### src/design/pattern_trigger_pkg.sv
package pattern_trigger_pkg;

  // ==========================================================================
  // register map (byte addresses on the AXI4-Lite slave)
  localparam int          ADDR_W       = 8;
  localparam logic [7:0]  OFF_CTRL     = 8'h00;
  localparam logic [7:0]  OFF_SEQ_EN   = 8'h04;
  localparam logic [7:0]  OFF_PATTERN  = 8'h08;
  localparam logic [7:0]  OFF_LENGTH   = 8'h0c;
  localparam logic [7:0]  OFF_STATUS   = 8'h10;
  localparam logic [7:0]  OFF_MKR_BASE = 8'h80;  // 32 words, one per point

  // register selectors produced by the address decoder
  localparam logic [2:0]  SEL_CTRL     = 3'h0;
  localparam logic [2:0]  SEL_SEQ_EN   = 3'h1;
  localparam logic [2:0]  SEL_PATTERN  = 3'h2;
  localparam logic [2:0]  SEL_LENGTH   = 3'h3;
  localparam logic [2:0]  SEL_STATUS   = 3'h4;
  localparam logic [2:0]  SEL_MKR      = 3'h5;
  localparam logic [2:0]  SEL_NONE     = 3'h7;

  localparam logic [1:0]  RESP_OKAY    = 2'h0;
  localparam logic [1:0]  RESP_SLVERR  = 2'h2;

  // ==========================================================================
  // timing: clock 10 MHz, data bit clock is a division of it
  localparam int          CLK_PERIOD_NS = 100;
  localparam int          BIT_DIV       = 4;      // clock cycles per bit
  localparam logic [1:0]  PH_FALL       = 2'h1;   // last phase with clock high
  localparam logic [1:0]  PH_RISE       = 2'h3;   // last phase of a bit

  // ==========================================================================
  // field layouts and reset values
  localparam int          PTS          = 32;     // pattern bits / wave points
  localparam logic [4:0]  PLEN_RST     = 5'h1f;
  localparam logic [3:0]  SLEN_RST     = 4'h7;
  localparam logic [31:0] PATTERN_RST  = 32'h0000_0000;
  localparam logic [1:0]  SEQ_EN_RST   = 2'h0;

  typedef struct packed {
    logic seq_mode;    // markers come from a combined sequence
    logic pol4_neg;    // fourth marker active low
    logic pol3_neg;    // third marker active low
    logic src_ext;     // serial data from the external data input
    logic wave_mode;   // arbitrary waveform mode
    logic continuous;  // repeat the pattern
    logic edge_fall;   // trigger on the falling edge
  } ctrl_type;

  localparam ctrl_type    CTRL_RST     = 7'h00;

  typedef enum logic [0:0] {
    ST_IDLE = 1'b0,
    ST_RUN  = 1'b1
  } state_type;

endpackage

### src/design/pattern_trigger_marker_io.sv
// Contract
// - Trigger on rising or falling edge of the trigger input, software selected.
// - Trigger starts one pattern in single mode; stops and resyncs continuous output.
// - Latch the trigger edge, then sample it on the bit clock falling edge.
// - First frame bit appears 1.5 to 2.5 bit periods after trigger edge; the code takes 1.75 to 2.75.
// - Trigger input also triggers the arbitrary waveform generator.
// - Third marker output asserted per point flag, high or low by polarity.
// - Fourth marker output asserted per point flag, level set by polarity.
// - Segment markers enabled; in sequence mode disabled until re-enabled.
// - Second trigger input starts a single pattern output.
// - Symbol sync pulse marks each symbol start, one bit period wide.
// - Data bit clock is driven on the bit clock output.
// - Serial data comes from internal pattern or external data input.
// - Each waveform point holds its own on/off flag per marker.
`timescale 1ns/1ps
`default_nettype none
module pattern_trigger_marker_io
  import pattern_trigger_pkg::*;
(
  input  wire logic        CLK,
  input  wire logic        RST,
  input  wire logic        PATTERN_TRIGGER_INPUT,
  input  wire logic        SECOND_PATTERN_TRIGGER_INPUT,
  input  wire logic        EXT_DATA_IN,
  output logic             DATA_CLK_OUT,
  output logic             DATA_OUT,
  output logic             SYMBOL_SYNC_OUTPUT,
  output logic             MARKER3_OUT,
  output logic             MARKER4_OUT,
  output logic             WAVE_TRIG_OUT,
  input  wire logic [7:0]  S_AXI_AWADDR,
  input  wire logic        S_AXI_AWVALID,
  output logic             S_AXI_AWREADY,
  input  wire logic [31:0] S_AXI_WDATA,
  input  wire logic [3:0]  S_AXI_WSTRB,
  input  wire logic        S_AXI_WVALID,
  output logic             S_AXI_WREADY,
  output logic [1:0]       S_AXI_BRESP,
  output logic             S_AXI_BVALID,
  input  wire logic        S_AXI_BREADY,
  input  wire logic [7:0]  S_AXI_ARADDR,
  input  wire logic        S_AXI_ARVALID,
  output logic             S_AXI_ARREADY,
  output logic [31:0]      S_AXI_RDATA,
  output logic [1:0]       S_AXI_RRESP,
  output logic             S_AXI_RVALID,
  input  wire logic        S_AXI_RREADY
);

  // ==========================================================================
  // functions

  // address to register selector, used by both write and read paths
  function automatic logic [2:0] decode(input logic [7:0] a);
    logic [2:0] s;
    s = SEL_NONE;
    if (a[1:0] != 2'h0) s = SEL_NONE;
    else if (a[7]) s = SEL_MKR;
    else if (a == OFF_CTRL) s = SEL_CTRL;
    else if (a == OFF_SEQ_EN) s = SEL_SEQ_EN;
    else if (a == OFF_PATTERN) s = SEL_PATTERN;
    else if (a == OFF_LENGTH) s = SEL_LENGTH;
    else if (a == OFF_STATUS) s = SEL_STATUS;
    return s;
  endfunction

  // selected edge between the previous and the current input level
  function automatic logic edge_hit(input logic prev, input logic cur,
                                    input logic fall);
    return fall ? (prev & ~cur) : (~prev & cur);
  endfunction

  // ==========================================================================
  // declarations
  ctrl_type    ctrl_r;
  logic [1:0]  seq_en_r;
  logic [31:0] pattern_r;
  logic [4:0]  plen_r;
  logic [3:0]  slen_r;
  logic [1:0]  mkr_mem [0:PTS-1];

  logic        aw_have_r, w_have_r, bvalid_r, rvalid_r;
  logic [7:0]  aw_addr_r;
  logic [31:0] w_data_r, rdata_r, wmask, wval, rd_nxt;
  logic [3:0]  w_strb_r;
  logic [1:0]  bresp_r, rresp_r;
  logic [2:0]  wsel, rsel;
  logic        do_write;

  logic [1:0]  ph_r;
  logic        bclk_r, fall_ev, rise_ev;
  logic        trig_q_r, trig2_q_r, edge1, edge2;
  logic        latch_r, latch2_r, pend_r, pend2_r, wait_r, wait2_r;
  logic        single_r, start, stop_ev, last;
  state_type   state_r, state_nxt;
  logic [4:0]  pos_r, pos_nxt;
  logic [3:0]  sym_r, sym_nxt;
  logic        data_r, sync_r, m3_r, m4_r, wtrig_r, m3_on, m4_on;

  // ==========================================================================
  // AXI4-Lite write channel: address and data taken in either order
  assign S_AXI_AWREADY = ~aw_have_r & ~bvalid_r;
  assign S_AXI_WREADY  = ~w_have_r & ~bvalid_r;
  assign S_AXI_BVALID  = bvalid_r;
  assign S_AXI_BRESP   = bresp_r;
  assign do_write      = aw_have_r & w_have_r & ~bvalid_r;
  assign wsel          = decode(aw_addr_r);

  // byte lane mask from the write strobes
  generate
    for (genvar i = 0; i < 4; i++) begin : g_mask
      assign wmask[8*i +: 8] = {8{w_strb_r[i]}};
    end
  endgenerate

  // merge helper for read-modify-write of strobed lanes
  always_comb begin
    rd_nxt = 32'h0000_0000;
    case (wsel)
      SEL_CTRL:    rd_nxt = {25'h0, ctrl_r};
      SEL_SEQ_EN:  rd_nxt = {30'h0, seq_en_r};
      SEL_PATTERN: rd_nxt = pattern_r;
      SEL_LENGTH:  rd_nxt = {20'h0, slen_r, 3'h0, plen_r};
      SEL_MKR:     rd_nxt = {30'h0, mkr_mem[aw_addr_r[6:2]]};
      default:     rd_nxt = 32'h0000_0000;
    endcase
    wval = (rd_nxt & ~wmask) | (w_data_r & wmask);
  end

  // write handshake and response
  always_ff @(posedge CLK) begin
    if (RST) begin
      aw_have_r <= 1'b0;
      w_have_r  <= 1'b0;
      bvalid_r  <= 1'b0;
      bresp_r   <= RESP_OKAY;
      aw_addr_r <= 8'h00;
      w_data_r  <= 32'h0000_0000;
      w_strb_r  <= 4'h0;
    end else begin
      if (S_AXI_AWVALID && S_AXI_AWREADY) begin
        aw_have_r <= 1'b1;
        aw_addr_r <= S_AXI_AWADDR;
      end
      if (S_AXI_WVALID && S_AXI_WREADY) begin
        w_have_r <= 1'b1;
        w_data_r <= S_AXI_WDATA;
        w_strb_r <= S_AXI_WSTRB;
      end
      if (do_write) begin
        aw_have_r <= 1'b0;
        w_have_r  <= 1'b0;
        bvalid_r  <= 1'b1;
        bresp_r   <= (wsel == SEL_NONE) ? RESP_SLVERR : RESP_OKAY;
      end else if (bvalid_r && S_AXI_BREADY) begin
        bvalid_r <= 1'b0;
      end
    end
  end

  // control registers; status is read only
  always_ff @(posedge CLK) begin
    if (RST) begin
      ctrl_r    <= CTRL_RST;
      seq_en_r  <= SEQ_EN_RST;
      pattern_r <= PATTERN_RST;
      plen_r    <= PLEN_RST;
      slen_r    <= SLEN_RST;
    end else if (do_write) begin
      case (wsel)
        SEL_CTRL:    ctrl_r    <= ctrl_type'(wval[6:0]);
        SEL_SEQ_EN:  seq_en_r  <= wval[1:0];  // explicit re-enable
        SEL_PATTERN: pattern_r <= wval;
        SEL_LENGTH: begin
          plen_r <= wval[4:0];
          slen_r <= wval[11:8];
        end
        default: ;
      endcase
    end
  end

  // per-point marker flags, bit 0 third marker, bit 1 fourth marker
  always_ff @(posedge CLK) begin
    if (do_write && wsel == SEL_MKR) begin
      mkr_mem[aw_addr_r[6:2]] <= wval[1:0];
    end
  end

  // ==========================================================================
  // AXI4-Lite read channel: answer one cycle after the address
  assign S_AXI_ARREADY = ~rvalid_r;
  assign S_AXI_RVALID  = rvalid_r;
  assign S_AXI_RDATA   = rdata_r;
  assign S_AXI_RRESP   = rresp_r;
  assign rsel          = decode(S_AXI_ARADDR);

  always_ff @(posedge CLK) begin
    if (RST) begin
      rvalid_r <= 1'b0;
      rdata_r  <= 32'h0000_0000;
      rresp_r  <= RESP_OKAY;
    end else if (S_AXI_ARVALID && S_AXI_ARREADY) begin
      rvalid_r <= 1'b1;
      rresp_r  <= (rsel == SEL_NONE) ? RESP_SLVERR : RESP_OKAY;
      case (rsel)
        SEL_CTRL:    rdata_r <= {25'h0, ctrl_r};
        SEL_SEQ_EN:  rdata_r <= {30'h0, seq_en_r};
        SEL_PATTERN: rdata_r <= pattern_r;
        SEL_LENGTH:  rdata_r <= {20'h0, slen_r, 3'h0, plen_r};
        SEL_STATUS:  rdata_r <= {19'h0, sym_r, pos_r, single_r, wait_r,
                                 pend_r, state_r};
        SEL_MKR:     rdata_r <= {30'h0, mkr_mem[S_AXI_ARADDR[6:2]]};
        default:     rdata_r <= 32'h0000_0000;
      endcase
    end else if (rvalid_r && S_AXI_RREADY) begin
      rvalid_r <= 1'b0;
    end
  end

  // ==========================================================================
  // data bit clock: high for the first half of each bit
  assign fall_ev = (ph_r == PH_FALL);
  assign rise_ev = (ph_r == PH_RISE);

  always_ff @(posedge CLK) begin
    if (RST) begin
      ph_r   <= 2'h0;
      bclk_r <= 1'b1;
    end else begin
      ph_r   <= ph_r + 2'h1;
      bclk_r <= rise_ev | (ph_r < PH_FALL);
    end
  end
  assign DATA_CLK_OUT = bclk_r;

  // ==========================================================================
  // trigger edge capture, latch and bit-clock alignment
  assign edge1 = edge_hit(trig_q_r, PATTERN_TRIGGER_INPUT, ctrl_r.edge_fall);
  assign edge2 = edge_hit(trig2_q_r, SECOND_PATTERN_TRIGGER_INPUT,
                          ctrl_r.edge_fall);

  always_ff @(posedge CLK) begin
    if (RST) begin
      trig_q_r  <= 1'b0;
      trig2_q_r <= 1'b0;
      latch_r   <= 1'b0;
      latch2_r  <= 1'b0;
      pend_r    <= 1'b0;
      pend2_r   <= 1'b0;
      wait_r    <= 1'b0;
      wait2_r   <= 1'b0;
    end else begin
      trig_q_r  <= PATTERN_TRIGGER_INPUT;
      trig2_q_r <= SECOND_PATTERN_TRIGGER_INPUT;
      // a new edge wins over the clear by the sampling edge
      latch_r  <= edge1 | edge2 | (latch_r & ~fall_ev);
      latch2_r <= edge2 | (latch2_r & ~fall_ev);
      if (fall_ev) begin
        pend_r  <= latch_r;
        pend2_r <= latch2_r;
      end else if (rise_ev) begin
        pend_r  <= 1'b0;
        pend2_r <= 1'b0;
      end
      if (rise_ev) begin
        wait_r  <= pend_r;  // extra bit gives 1.75..2.75 bits
        wait2_r <= pend2_r;
      end
    end
  end

  assign start   = rise_ev & wait_r;
  assign stop_ev = fall_ev & latch_r & (state_r == ST_RUN);

  // ==========================================================================
  // pattern sequencer
  assign last = (pos_r == plen_r);

  always_comb begin
    state_nxt = state_r;
    pos_nxt   = pos_r;
    sym_nxt   = sym_r;
    if (stop_ev) begin
      state_nxt = ST_IDLE;
    end else if (start) begin
      state_nxt = ST_RUN;  // restart from bit zero
      pos_nxt   = 5'h00;
      sym_nxt   = 4'h0;
    end else if (rise_ev && state_r == ST_RUN) begin
      pos_nxt = last ? 5'h00 : pos_r + 5'h01;
      sym_nxt = (sym_r == slen_r || last) ? 4'h0 : sym_r + 4'h1;
      if (last && (!ctrl_r.continuous || single_r)) begin
        state_nxt = ST_IDLE;  // single pattern done
      end
    end
  end

  // sequencer state
  always_ff @(posedge CLK) begin
    if (RST) begin
      state_r  <= ST_IDLE;
      pos_r    <= 5'h00;
      sym_r    <= 4'h0;
      single_r <= 1'b0;
    end else begin
      state_r <= state_nxt;
      pos_r   <= pos_nxt;
      sym_r   <= sym_nxt;
      if (start) begin
        single_r <= wait2_r;  // second input forces one pass
      end
    end
  end

  // markers follow the point flags, gated by sequence enables
  assign m3_on = ctrl_r.wave_mode & mkr_mem[pos_nxt][0]
               & (~ctrl_r.seq_mode | seq_en_r[0]);
  assign m4_on = ctrl_r.wave_mode & mkr_mem[pos_nxt][1]
               & (~ctrl_r.seq_mode | seq_en_r[1]);

  // serial outputs change at each bit boundary, and go idle at once on a stop at the bit clock falling edge
  always_ff @(posedge CLK) begin
    if (RST) begin
      data_r  <= 1'b0;
      sync_r  <= 1'b0;
      m3_r    <= 1'b0;
      m4_r    <= 1'b0;
      wtrig_r <= 1'b0;
    end else begin
      wtrig_r <= start & ctrl_r.wave_mode;
      if (stop_ev) begin
        data_r <= 1'b0;
        sync_r <= 1'b0;
        m3_r   <= ctrl_r.pol3_neg;
        m4_r   <= ctrl_r.pol4_neg;
      end else if (rise_ev) begin
        if (state_nxt == ST_RUN) begin
          data_r <= ctrl_r.src_ext ? EXT_DATA_IN
                                   : pattern_r[pos_nxt];
          sync_r <= (sym_nxt == 4'h0);
          m3_r   <= m3_on ^ ctrl_r.pol3_neg;
          m4_r   <= m4_on ^ ctrl_r.pol4_neg;
        end else begin
          data_r <= 1'b0;
          sync_r <= 1'b0;
          m3_r   <= ctrl_r.pol3_neg;
          m4_r   <= ctrl_r.pol4_neg;
        end
      end
    end
  end

  assign DATA_OUT           = data_r;
  assign SYMBOL_SYNC_OUTPUT = sync_r;
  assign MARKER3_OUT        = m3_r;
  assign MARKER4_OUT        = m4_r;
  assign WAVE_TRIG_OUT      = wtrig_r;

  // ==========================================================================
  // assertions
  a_edge_select: assert property (@(posedge CLK) disable iff (RST)
    (ctrl_r.edge_fall && trig_q_r && !PATTERN_TRIGGER_INPUT) |=> latch_r)
    else $error("falling trigger edge not latched");

  a_stop_resync: assert property (@(posedge CLK) disable iff (RST)
    stop_ev |=> state_r == ST_IDLE ##0 !data_r)
    else $error("retrigger did not stop the pattern");

  a_fall_sample: assert property (@(posedge CLK) disable iff (RST)
    $rose(pend_r) |-> $past(ph_r) == PH_FALL)
    else $error("trigger sampled off the falling bit clock edge");

  a_trig_latency: assert property (@(posedge CLK) disable iff (RST)
    (edge1 && !latch_r && !pend_r && !wait_r) |-> ##[6:10] start)
    else $error("trigger to first bit latency out of range");

  a_wave_trig: assert property (@(posedge CLK) disable iff (RST)
    (start && ctrl_r.wave_mode) |=> WAVE_TRIG_OUT)
    else $error("waveform trigger pulse missing");

  a_marker4_level: assert property (@(posedge CLK) disable iff (RST)
    (rise_ev && !stop_ev && state_nxt == ST_RUN && m4_on)
      |=> MARKER4_OUT == !ctrl_r.pol4_neg)
    else $error("fourth marker level wrong");

  a_seq_disable: assert property (@(posedge CLK) disable iff (RST)
    (rise_ev && !stop_ev && ctrl_r.seq_mode && !seq_en_r[0])
      |=> MARKER3_OUT == $past(ctrl_r.pol3_neg))
    else $error("sequence marker not disabled");

  a_sync_width: assert property (@(posedge CLK) disable iff (RST)
    $rose(sync_r) |-> sync_r [*4])
    else $error("symbol sync shorter than one bit");

  a_bit_clock: assert property (@(posedge CLK) disable iff (RST)
    rise_ev |=> bclk_r [*2] ##1 !bclk_r [*2])
    else $error("bit clock waveform wrong");

  a_ext_data: assert property (@(posedge CLK) disable iff (RST)
    (rise_ev && !stop_ev && state_nxt == ST_RUN && ctrl_r.src_ext)
      |=> DATA_OUT == $past(EXT_DATA_IN))
    else $error("external data not passed through");

endmodule
`default_nettype wire

### config.mk
export PLATFORM = sky130hd
export DESIGN_NAME = pattern_trigger_marker_io
export DESIGN_NICKNAME = d
export VERILOG_FILES = /design/src/design/pattern_trigger_pkg.sv /design/src/design/pattern_trigger_marker_io.sv
export SDC_FILE = /design/constraint.sdc
export NUM_CORES = 1
export LEC_CHECK = 0
export ABC_AREA = 0
export BUFFER_PORTS_ARGS = -buffer_cell sky130_fd_sc_hd__buf_2
export CAP_MARGIN = 20
export CORE_ASPECT_RATIO = 0.5
export CORE_UTILIZATION = 35
export DETAILED_ROUTE_END_ITERATION = 10
export PLACE_DENSITY = 0.65
export SLEW_MARGIN = 40
export SYNTH_ARGS = -nofsm -noshare
export SYNTH_HDL_FRONTEND = slang
export SYNTH_SLANG_ARGS = --single-unit
### constraint.sdc
create_clock -name CLK -period 3.2 [get_ports CLK]
set_input_delay 0.32 -clock CLK [delete_from_list [all_inputs] [get_ports CLK]]
set_output_delay 0.32 -clock CLK [all_outputs]
set_load 0.005 [all_outputs]
-- Word-level counts from Yosys, hierarchy flattened
Memory sizes are Yosys's and may differ from the RTL's. A register that Yosys moved wholly into a read port is not among the register bits.
Index checks and enable logic that the tools add are counted.
- add/subtract/negate cells: 3
- magnitude comparators: 2
- equality and inequality tests: 23
- muxes and demuxes: 54
- bitwise operators: 40
- reduce and logical (&&, ||, !) cells: 28
- operators by type and width (operator ; count):
    $pmux W32 S6 ; 1
    $pmux W32 S5 ; 1
    $and A32 B32 Y32 ; 2
    $mux W3 ; 12
    $eq A8 B4 Y1 const B ; 4
    $not A32 Y32 ; 1
    $or A32 B32 Y32 ; 1
    $mux W5 ; 6
    $mux W1 ; 25
    $and A1 B1 Y1 ; 18
    $eq A8 B3 Y1 const B ; 2
    $eq A8 B5 Y1 const B ; 2
    $logic_not A8 Y1 ; 2
    $mux W4 ; 4
    $eq A3 B3 Y1 const B ; 5
    $eq A3 B2 Y1 const B ; 4
    $reduce_bool A2 Y1 ; 6
    $not A1 Y1 ; 10
    $logic_and A1 B1 Y1 ; 8
    $mux W2 ; 4
    $reduce_and A2 Y1 ; 4
    $eq A3 B1 Y1 const B ; 2
    $logic_not A3 Y1 ; 2
    $lt A5 B6 Y1 const B ; 1
    other kinds (15) ; 23
- register bits after elaboration: 161
- memory bits (writable): 64
- output and inout port bits: 47
- word-level logic and storage cells: 191
- memories: 1
- memories (name ; depth ; bits a word ; rd ports ; clocked after memory_dff ; write ports ; RTL line ; text):
    mkr_mem ; 32 ; 2 ; 3 ; 1 ; 1 ; pattern_trigger_marker_io.sv:80 ; logic [1:0] mkr_mem [0:PTS-1];

-- Longest topological paths before layout
Gate-level depths: netlist (run 1).
- word-level depth: 12
- depth in mapped cells: 14
- gate-level depth less buffers: 11

-- Worst setup path before layout (run 1)
Ideal clock, no wire load.
- path kind: register to register
- start: register aw_addr_r[4]
- end: memory mkr_mem[0][0], data pin
- library setup time: 384 ps
- arrival: 2817 ps
- required time: 2816 ps
- path slack: -1 ps
- stages on the path, launching flop included: 9
- buffers on the path: 3
- clock period less this slack: 3201 ps
- cell sequence: dfxtp_1 > clkbuf_1 > or3_1 > buf_2 > nor4_2 > and4b_1 > clkbuf_1 > a222oi_1 > o21ai_1
- cells in the longest elaborated chain, start to end: 12
- elaborated cells between the ends (all ways): 20
- RTL lines (what ; RTL line ; text):
    start: declaration ; pattern_trigger_marker_io.sv:83 ; logic [7:0] aw_addr_r;
    start signal: assignment ; pattern_trigger_marker_io.sv:137 ; aw_addr_r <= 8'h00;
    start signal: assignment ; pattern_trigger_marker_io.sv:143 ; aw_addr_r <= S_AXI_AWADDR;
    $eq A8 B5 Y1 ; pattern_trigger_marker_io.sv:63 ; else if (a == OFF_STATUS) s = SEL_STATUS;
    $mux W2 ; pattern_trigger_marker_io.sv:63 ;
    $mux W3 ; pattern_trigger_marker_io.sv:62 ; else if (a == OFF_LENGTH) s = SEL_LENGTH;
    $mux W3 ; pattern_trigger_marker_io.sv:61 ; else if (a == OFF_PATTERN) s = SEL_PATTERN;
    $mux W3 ; pattern_trigger_marker_io.sv:60 ; else if (a == OFF_SEQ_EN) s = SEL_SEQ_EN;
    $mux W3 (*) ; pattern_trigger_marker_io.sv:59 ; else if (a == OFF_CTRL) s = SEL_CTRL;
    $mux W3 (*) ; pattern_trigger_marker_io.sv:58 ; else if (a[7]) s = SEL_MKR;
    $mux W3 (*) ; pattern_trigger_marker_io.sv:57 ; if (a[1:0] != 2'h0) s = SEL_NONE;
    $eq A3 B3 Y1, or another cell as far along ; pattern_trigger_marker_io.sv:119 ; case (wsel)
    $pmux W32 S5 (*) ; pattern_trigger_marker_io.sv:119 ;
    $and A32 B32 Y32 (*) ; pattern_trigger_marker_io.sv:127 ; wval = (rd_nxt & ~wmask) | (w_data_r & wmask);
    $or A32 B32 Y32 (*) ; pattern_trigger_marker_io.sv:127 ;
    via wval[0] ; pattern_trigger_marker_io.sv:84 ; logic [31:0] w_data_r, rdata_r, wmask, wval, rd_nxt;
    end: declaration ; pattern_trigger_marker_io.sv:80 ;
The timed path passes the listed nets; every way through them passes the cells marked *.

==> results_dict.tcl, run 1 <==
set metrics [dict create \
    detail_route.iter0.violations 710 \
    critical_path.endpoint_type "flip-flop" \
    post_route_cells_drive_above_1_share_pct 21.1 \
    fin_worst_skew_ps 22.4 \
    synth.top_cell.area_share_pct 30.2 \
    row_count 45 \
    report.final.slew_viol_count 0 \
    floorplan.die_area_sq_um 31900 \
    postSynthCellCount 1101 \
    endpoints_failing_setup 0 \
    cp_launch_type "flip-flop" \
    synth_area_leader_cell "dfxtp_1" \
    num_io_pins 109 \
    netSwitchingPower_uw 1540 \
    cp_cell_sequence "buf_6 > mux4_1 > mux4_2 > mux2_2 > a222oi_1 > o21ai_2 > nor2b_1 > a211o_1" \
    p_sw_share_pct 24.2 \
    outcome "complete, no violations" \
    worst_hold_startpoint "S_AXI_WDATA[8]" \
    worst_skew_pair.late_latency_ps 540 \
    detailedPlacementHpwl_mm 22.8 \
    irDropWorstVdd_v 0.000364 \
    drt-wirelength-per-cell_um 19.1 \
    cts_buffer_depth 3 \
    die_outline_height_um 127 \
    synth.avg_cell_area_sq_um 9.89 \
    cp_max_fo 10 \
    area.growth.synth_to_final_pct 17.2 \
    antenna_found_initial 0 \
    core_area_sq_um 30500 \
    path_clk_slew_ps 70 \
    most-common-layout-cells "nand2_1, dfxtp_1, nor2_1" \
    num-nets-final 1260 \
    postSynth.topFlopCell "dfxtp_1" \
    clock-sinks 228 \
    hold_path_class "in2reg" \
    postRouteAntennaNets 0 \
    wl_mm 31.2 \
    worst_pin_slew_ps 730 \
    netlist_top_cells_area "dfxtp_1, edfxtp_1, mux4_2" \
    combinationalPowerShare_pct 8.0 \
    finalCriticalPeriod_ps 3120 \
    r2r_slack_ps 80 \
    layout.filler_cells 2947 \
    sequentialPowerShare_pct 49.2 \
    floorplan.die.width_um 251 \
    yosys_warnings 0 \
    final_common_cell "nand2_1" \
    worst_r2r_dst "plen_r[1]$_SDFFE_PP1P_" \
    register_area_sq_um 5200 \
    fmaxAchievable_ghz 0.320 \
    critical_path.n_buffers_inverters 1 \
    tritoncts "yes" \
    grt_start_max_net_pins 59 \
    synth_cell_type_count 65 \
    power.density_cell_area_nw_per_um2 497 \
    max-slew-margin-rel_pct 51.3 \
    crit_path_max_incr_delay_ps 590 \
    antenna_cells 0 \
    detailed_route_vias_per_instance 5.49 \
    setup-tns-final_ps 0 \
    design_power_total_uw 6340 \
    hold-path-cell-count 3 \
    synth_area_sq_um 10900 \
    multi_input_logic_area_sq_um 5330 \
    fin_hold_ws_ps 17.7 \
    remaining_drc_errors 0 \
    grt_first_pass_wirelength_mm 48.7 \
    cts_inserted_buffers 23 \
    place.port_buffers 106 \
    cts_htree_levels 1 \
    internal_power_uw 4800 \
    grt_pass1_vias 8633 \
    cp.arrival_ps 3540 \
    cp.required_ps 3620 \
    grt_overflow 0 \
    pre_cts_ws_ps -11.1 \
    groute.usage.overall_pct 19.3 \
    gp_routability_congestion 0.904 \
    path_class "reg2reg" \
    initial_core_util_pct 35.7 \
    worst_r2r_path_depth 8 \
    min_period_over_period_pct 97.5 \
    ys_ff_latch 228 \
    leakage_uw 0.00444 \
    timing_hold_violations_final 0 \
    synth_edf_count 64 \
    drt_first_pass_iters 6 \
    worst_setup_margin_ps 79.7 \
    maxCapViolCount 0 \
    dr_total_vias 8959 \
    timing.hold.worst_endpoint "w_data_r[8]$_SDFFE_PP0P_" \
    critical-path-top-delay-family "multiplexers" \
    share_of_total_power_in_the_clock_network_pct 42.8 \
    slowest_stage "mux4_1" \
    synth-async-reset-ratio_pct 0 \
    clock_tree.root_cell "clkbuf_16" \
    synth.yosys.seq_area_share_pct 47.8 \
]
==> metal layers <==
metal | global-route usage, % | wire length, um | up-vias
met2 | 31.9 | 14700 | 308
met1 | 26.6 | 14200 | 4391
met5 | 0 | 0 | -
met3 | 2.69 | 1570 | 49
met4 | 5.13 | 742 | 0
li1 | - | - | 4211
==> sequential cells by signal (all words and copies together) (netlist names), 2 cells and up, named ones only <==
name,cells
slen_r,4
pattern_r,32
ctrl_r,7
aw_addr_r,8
plen_r,5
S_AXI_RDATA,32
pos_r,5
seq_en_r,2
w_strb_r,4
mkr_mem,64
w_data_r,32
sym_r,4
ph_r,2
==> cell usage after synthesis, types with 16 or more instances <==
cell type  instances
nand2_1          174
dfxtp_1          164
nor2_1           127
a21oi_1          112
edfxtp_1          64
nand3_1           58
clkbuf_1          54
mux2i_1           41
mux4_2            37
a22oi_1           20
a211oi_1          18
nor3_1            17
nor2b_1           16
==> how the worst max path moves through the flow <==
stage / startpoint / endpoint / slack, ps / depth (start not counted)
6_report: flip-flop / plen_r[1]$_SDFFE_PP1P_ / 80 / 8
4_1_cts: ph_r[0]$_SDFF_PP0_ / MARKER4_OUT$_SDFFE_PP0P_ / 3 / 12
5_1_grt: ph_r[0]$_SDFF_PP0_ / MARKER4_OUT$_SDFFE_PP0P_ / -60 / 11
3_5_place_dp: ph_r[0]$_SDFF_PP0_ / MARKER4_OUT$_SDFFE_PP0P_ / -10 / 12
2_1_floorplan: flip-flop / plen_r[1]$_SDFFE_PP1P_ / 120 / 9
3_3_place_gp: ph_r[1]$_SDFF_PP0_ / MARKER4_OUT$_SDFFE_PP0P_ / -80 / 11
==> area by class of cell <==
class | count | share of cell area, %
clock inverter | 8 | 0.598
clock buffer | 33 | 5.28
timing repair buffer | 151 | 7.20
inverter | 9 | 0.265
sequential | 228 | 40.8
tap | 423 | 4.15
multi-input combinational | 781 | 41.7
==> worst reg2reg max path: cells and delay by family, from the launching register on <==
kind	cells	cell delay [ps]
and+or+nand+nor	1	170
DFF	1	400
buffers and inverters	1	200
muxes	3	1390
AOI/OAI and AO/OA	3	850
==> kinds of logic (layout without fill, tap and decap cells) <==
family / after synthesis / after routing / synth area share, %
flip-flops: 228 / 228 / 47.8
other: 1 / 2 / 0.0344
multiplexers: 106 / 106 / 16.2
XOR/XNOR: 14 / 14 / 1.13
AND/OR/NAND/NOR: 438 / 438 / 17.7
adder cells (fa/ha/maj): 4 / 4 / 0.460
buffers and inverters: 93 / 201 / 3.88
AO/OA/AOI/OAI: 217 / 217 / 12.7
==> power groups by stage <==
stage / Combinational [uW] / Clock [uW] / Sequential [uW]
2_1_floorplan: 356 / 0 / 3140
4_1_cts: 507 / 2760 / 3120
3_3_place_gp: 495 / 0 / 3180
6_report: 505 / 2710 / 3120
5_1_grt: 555 / 2860 / 3130
3_5_place_dp: 503 / 0 / 3190
==> metrics by stage <==
stage | std cells | util [%] | area [sq um]
2_1_floorplan | 1102 | - | 10900
3_5_place_dp | 1590 | 39.2 | 11900
6_report | 1633 | 41.9 | 12800
4_1_cts | 1632 | 41.7 | 12700
5_1_grt | 1633 | 41.9 | 12800
3_3_place_gp | 1590 | 39.2 | 11900
==> timing repair <==
item                                    in CTS  in global routing
buffers inserted                             0                  1
hold buffers                                 1                  0
resized for setup                            2                 18
endpoints found under the hold margin        1                  0
endpoints found under the setup margin       2                 36
Power figures use the tool's default switching activity.
==> inputs of run 2 (changes only) <==
--- a/config.mk
+++ b/config.mk
@@ -10,8 +10,10 @@
 export CAP_MARGIN = 20
 export CORE_ASPECT_RATIO = 0.5
 export CORE_UTILIZATION = 35
+export CTS_BUF_LIST = sky130_fd_sc_hd__clkbuf_16
 export DETAILED_ROUTE_END_ITERATION = 10
 export PLACE_DENSITY = 0.65
+export REMOVE_ABC_BUFFERS = 1
 export SLEW_MARGIN = 40
 export SYNTH_ARGS = -nofsm -noshare
 export SYNTH_HDL_FRONTEND = slang
==> run 2 against run 1 <==
Die area unchanged. Largest power group unchanged. Power is 3.1% lower. Non-clock buffer count grew 4. Hold slack better by 8.2 ps. Final cell count grew 0.24%. Clock skew shrank 5.1 ps. Critical path depth rose by 4. Sequential power about the same. Maximum frequency increased by 1.5%. Combinational power is 2% higher. Highest routed layer unchanged.
==> results_dict.tcl, run 2 (synthesis gave the netlist of run 1 again) <==
set metrics [dict create \
    outcome "complete, no violations" \
    cp_launch_type "flip-flop" \
    area.growth.synth_to_final_pct 17.1 \
    sequentialPowerShare_pct 50.8 \
    final_common_cell "nand2_1" \
    irDropWorstVdd_v 0.000285 \
    number_of_flip_flops_in_the_largest_register 64 \
    detail_route.iter0.violations 819 \
    die_outline_height_um 127 \
    critical_path.endpoint_type "flip-flop" \
    postRouteAntennaNets 0 \
    drt_first_pass_iters 6 \
    timing_hold_violations_final 0 \
    initial_core_util_pct 35.7 \
    cp.arrival_ps 3480 \
    layout.filler_cells 2954 \
    cts_setup_buffers 0 \
    combinationalPowerShare_pct 8.4 \
    remaining_drc_errors 0 \
    internal_power_uw 4620 \
    floorplan.die_area_sq_um 31900 \
    leakage_uw 0.00446 \
    most-common-layout-cells "nand2_1, dfxtp_1, nor2_1" \
    floorplan.die.width_um 251 \
    gp_routability_congestion 0.876 \
    fmaxAchievable_ghz 0.325 \
    endpoints_failing_setup 0 \
    tritoncts "yes" \
    cp_cell_sequence "ha_1 > and2_1 > nand2_1 > o32ai_1 > buf_4 > nand2b_1 > buf_4 > nor2_1 > a22oi_1 > a21oi_1 > o31a_1 > o31a_1" \
    grt_pass1_vias 8277 \
    fin_hold_ws_ps 25.9 \
    num_io_pins 109 \
    cts_buffer_depth 3 \
    report.final.slew_viol_count 0 \
    post_route_cells_drive_above_1_share_pct 21.7 \
    cts_htree_levels 1 \
    cp_max_fo 10 \
    antenna_found_initial 1 \
    slowest_stage "o32ai_1" \
    crit_path_max_incr_delay_ps 420 \
    fin_worst_skew_ps 17.4 \
    netSwitchingPower_uw 1520 \
    max-slew-margin-rel_pct 47.7 \
    clock_tree.root_cell "clkbuf_16" \
    worst_skew_pair.late_latency_ps 530 \
    p_sw_share_pct 24.8 \
    layout.core_utilization_pct 41.9 \
    grt_start_max_net_pins 74 \
    final_cells 1637 \
    min_period_over_period_pct 96.1 \
    grt_overflow 0 \
    power.density_cell_area_nw_per_um2 482 \
    cts_inserted_buffers 23 \
    groute.usage.overall_pct 19.1 \
    share_of_total_power_in_the_clock_network_pct 40.8 \
    num-nets-final 1264 \
    clock-sinks 228 \
    grt_first_pass_wirelength_mm 47.7 \
    finalCriticalPeriod_ps 3070 \
    place.port_buffers 106 \
    detailedPlacementHpwl_mm 22.9 \
    drt-wirelength-per-cell_um 18.9 \
    dr_total_vias 8887 \
    hold_path_class "in2reg" \
    detailed_route_vias_per_instance 5.43 \
    antenna_cells 0 \
    path_class "reg2reg" \
    wl_mm 30.9 \
    cp.required_ps 3610 \
    path_clk_slew_ps 60 \
    worst_pin_slew_ps 783 \
    cell_count_post_placement 1595 \
    maxCapViolCount 0 \
    unrepaired_setup_endpoints_after_global_routing "true" \
    core_area_sq_um 30500 \
    row_count 45 \
]
## run 2: worst paths after layout
check                                     from                      endpoint  slack, ps  depth (start not counted)
hold reg to reg   S_AXI_RDATA[25]$_SDFFE_PP0P_  S_AXI_RDATA[25]$_SDFFE_PP0P_        450                          2
setup / recovery            ph_r[0]$_SDFF_PP0_      MARKER3_OUT$_SDFFE_PP0P_        130                         12
setup reg to reg            ph_r[0]$_SDFF_PP0_      MARKER3_OUT$_SDFFE_PP0P_        130                         12
hold / removal                  S_AXI_WDATA[5]      w_data_r[5]$_SDFFE_PP0P_         30                          3
## run 2: metrics by stage
step | TNS (ps) | setup slack [ps] | cell area, sq um | power (uW)
after global routing | -142 | -68.4 | 12700 | 6350
after global placement | -58.3 | -58.3 | 12000 | 3680
after floorplan | -7570 | -400 | 10500 | 3430
final | 0 | 126 | 12700 | 6140
after CTS | 0 | 15.1 | 12700 | 6170
after detailed placement | -254 | -131 | 12000 | 3700
## run 2: timing repair
item | CTS | global route
hold endpoints to repair | 1 | 0
pin swaps | 0 | 2
cloned | 0 | 0
gates resized for setup | 6 | 13
hold buffers | 1 | 0
setup endpoints to repair | 2 | 3
## run 2: area by class of cell
cell class	instances	area, sq um	share of cell area [%]
multi-input combinational	781	5340	41.9
sequential	228	5200	40.8
timing repair buffer	155	953	7.48
clock buffer	24	601	4.71
tap	423	529	4.15
clock inverter	17	86.3	0.677
inverter	9	33.8	0.265
## run 2: routing by layer
metal | GRT usage [%] | vias up | share of wire, %
li1 | - | 4213 | -
met3 | 2.46 | 34 | 5.6
met4 | 3.69 | 0 | 1.6
met5 | 0 | - | 0
met2 | 31.0 | 278 | 47
met1 | 27.2 | 4362 | 46
## run 2: power by group through the flow
| stage | Sequential, uW | Combinational [uW] | Clock [uW] |
|---|---|---|---|
| floorplan | 3160 | 271 | 0 |
| global placement | 3180 | 506 | 0 |
| detailed placement | 3180 | 514 | 0 |
| CTS | 3120 | 516 | 2540 |
| global route | 3130 | 565 | 2660 |
| finish | 3120 | 515 | 2510 |
## run 2: critical path, delay by kind of cell, from the launching register on
| kind | cells | cell delay (ps) |
|---|---|---|
| DFF | 1 | 380 |
| buffers and inverters | 2 | 430 |
| AOI/OAI and AO/OA | 5 | 1290 |
| adders and majority gates | 1 | 210 |
| and+or+nand+nor | 4 | 640 |
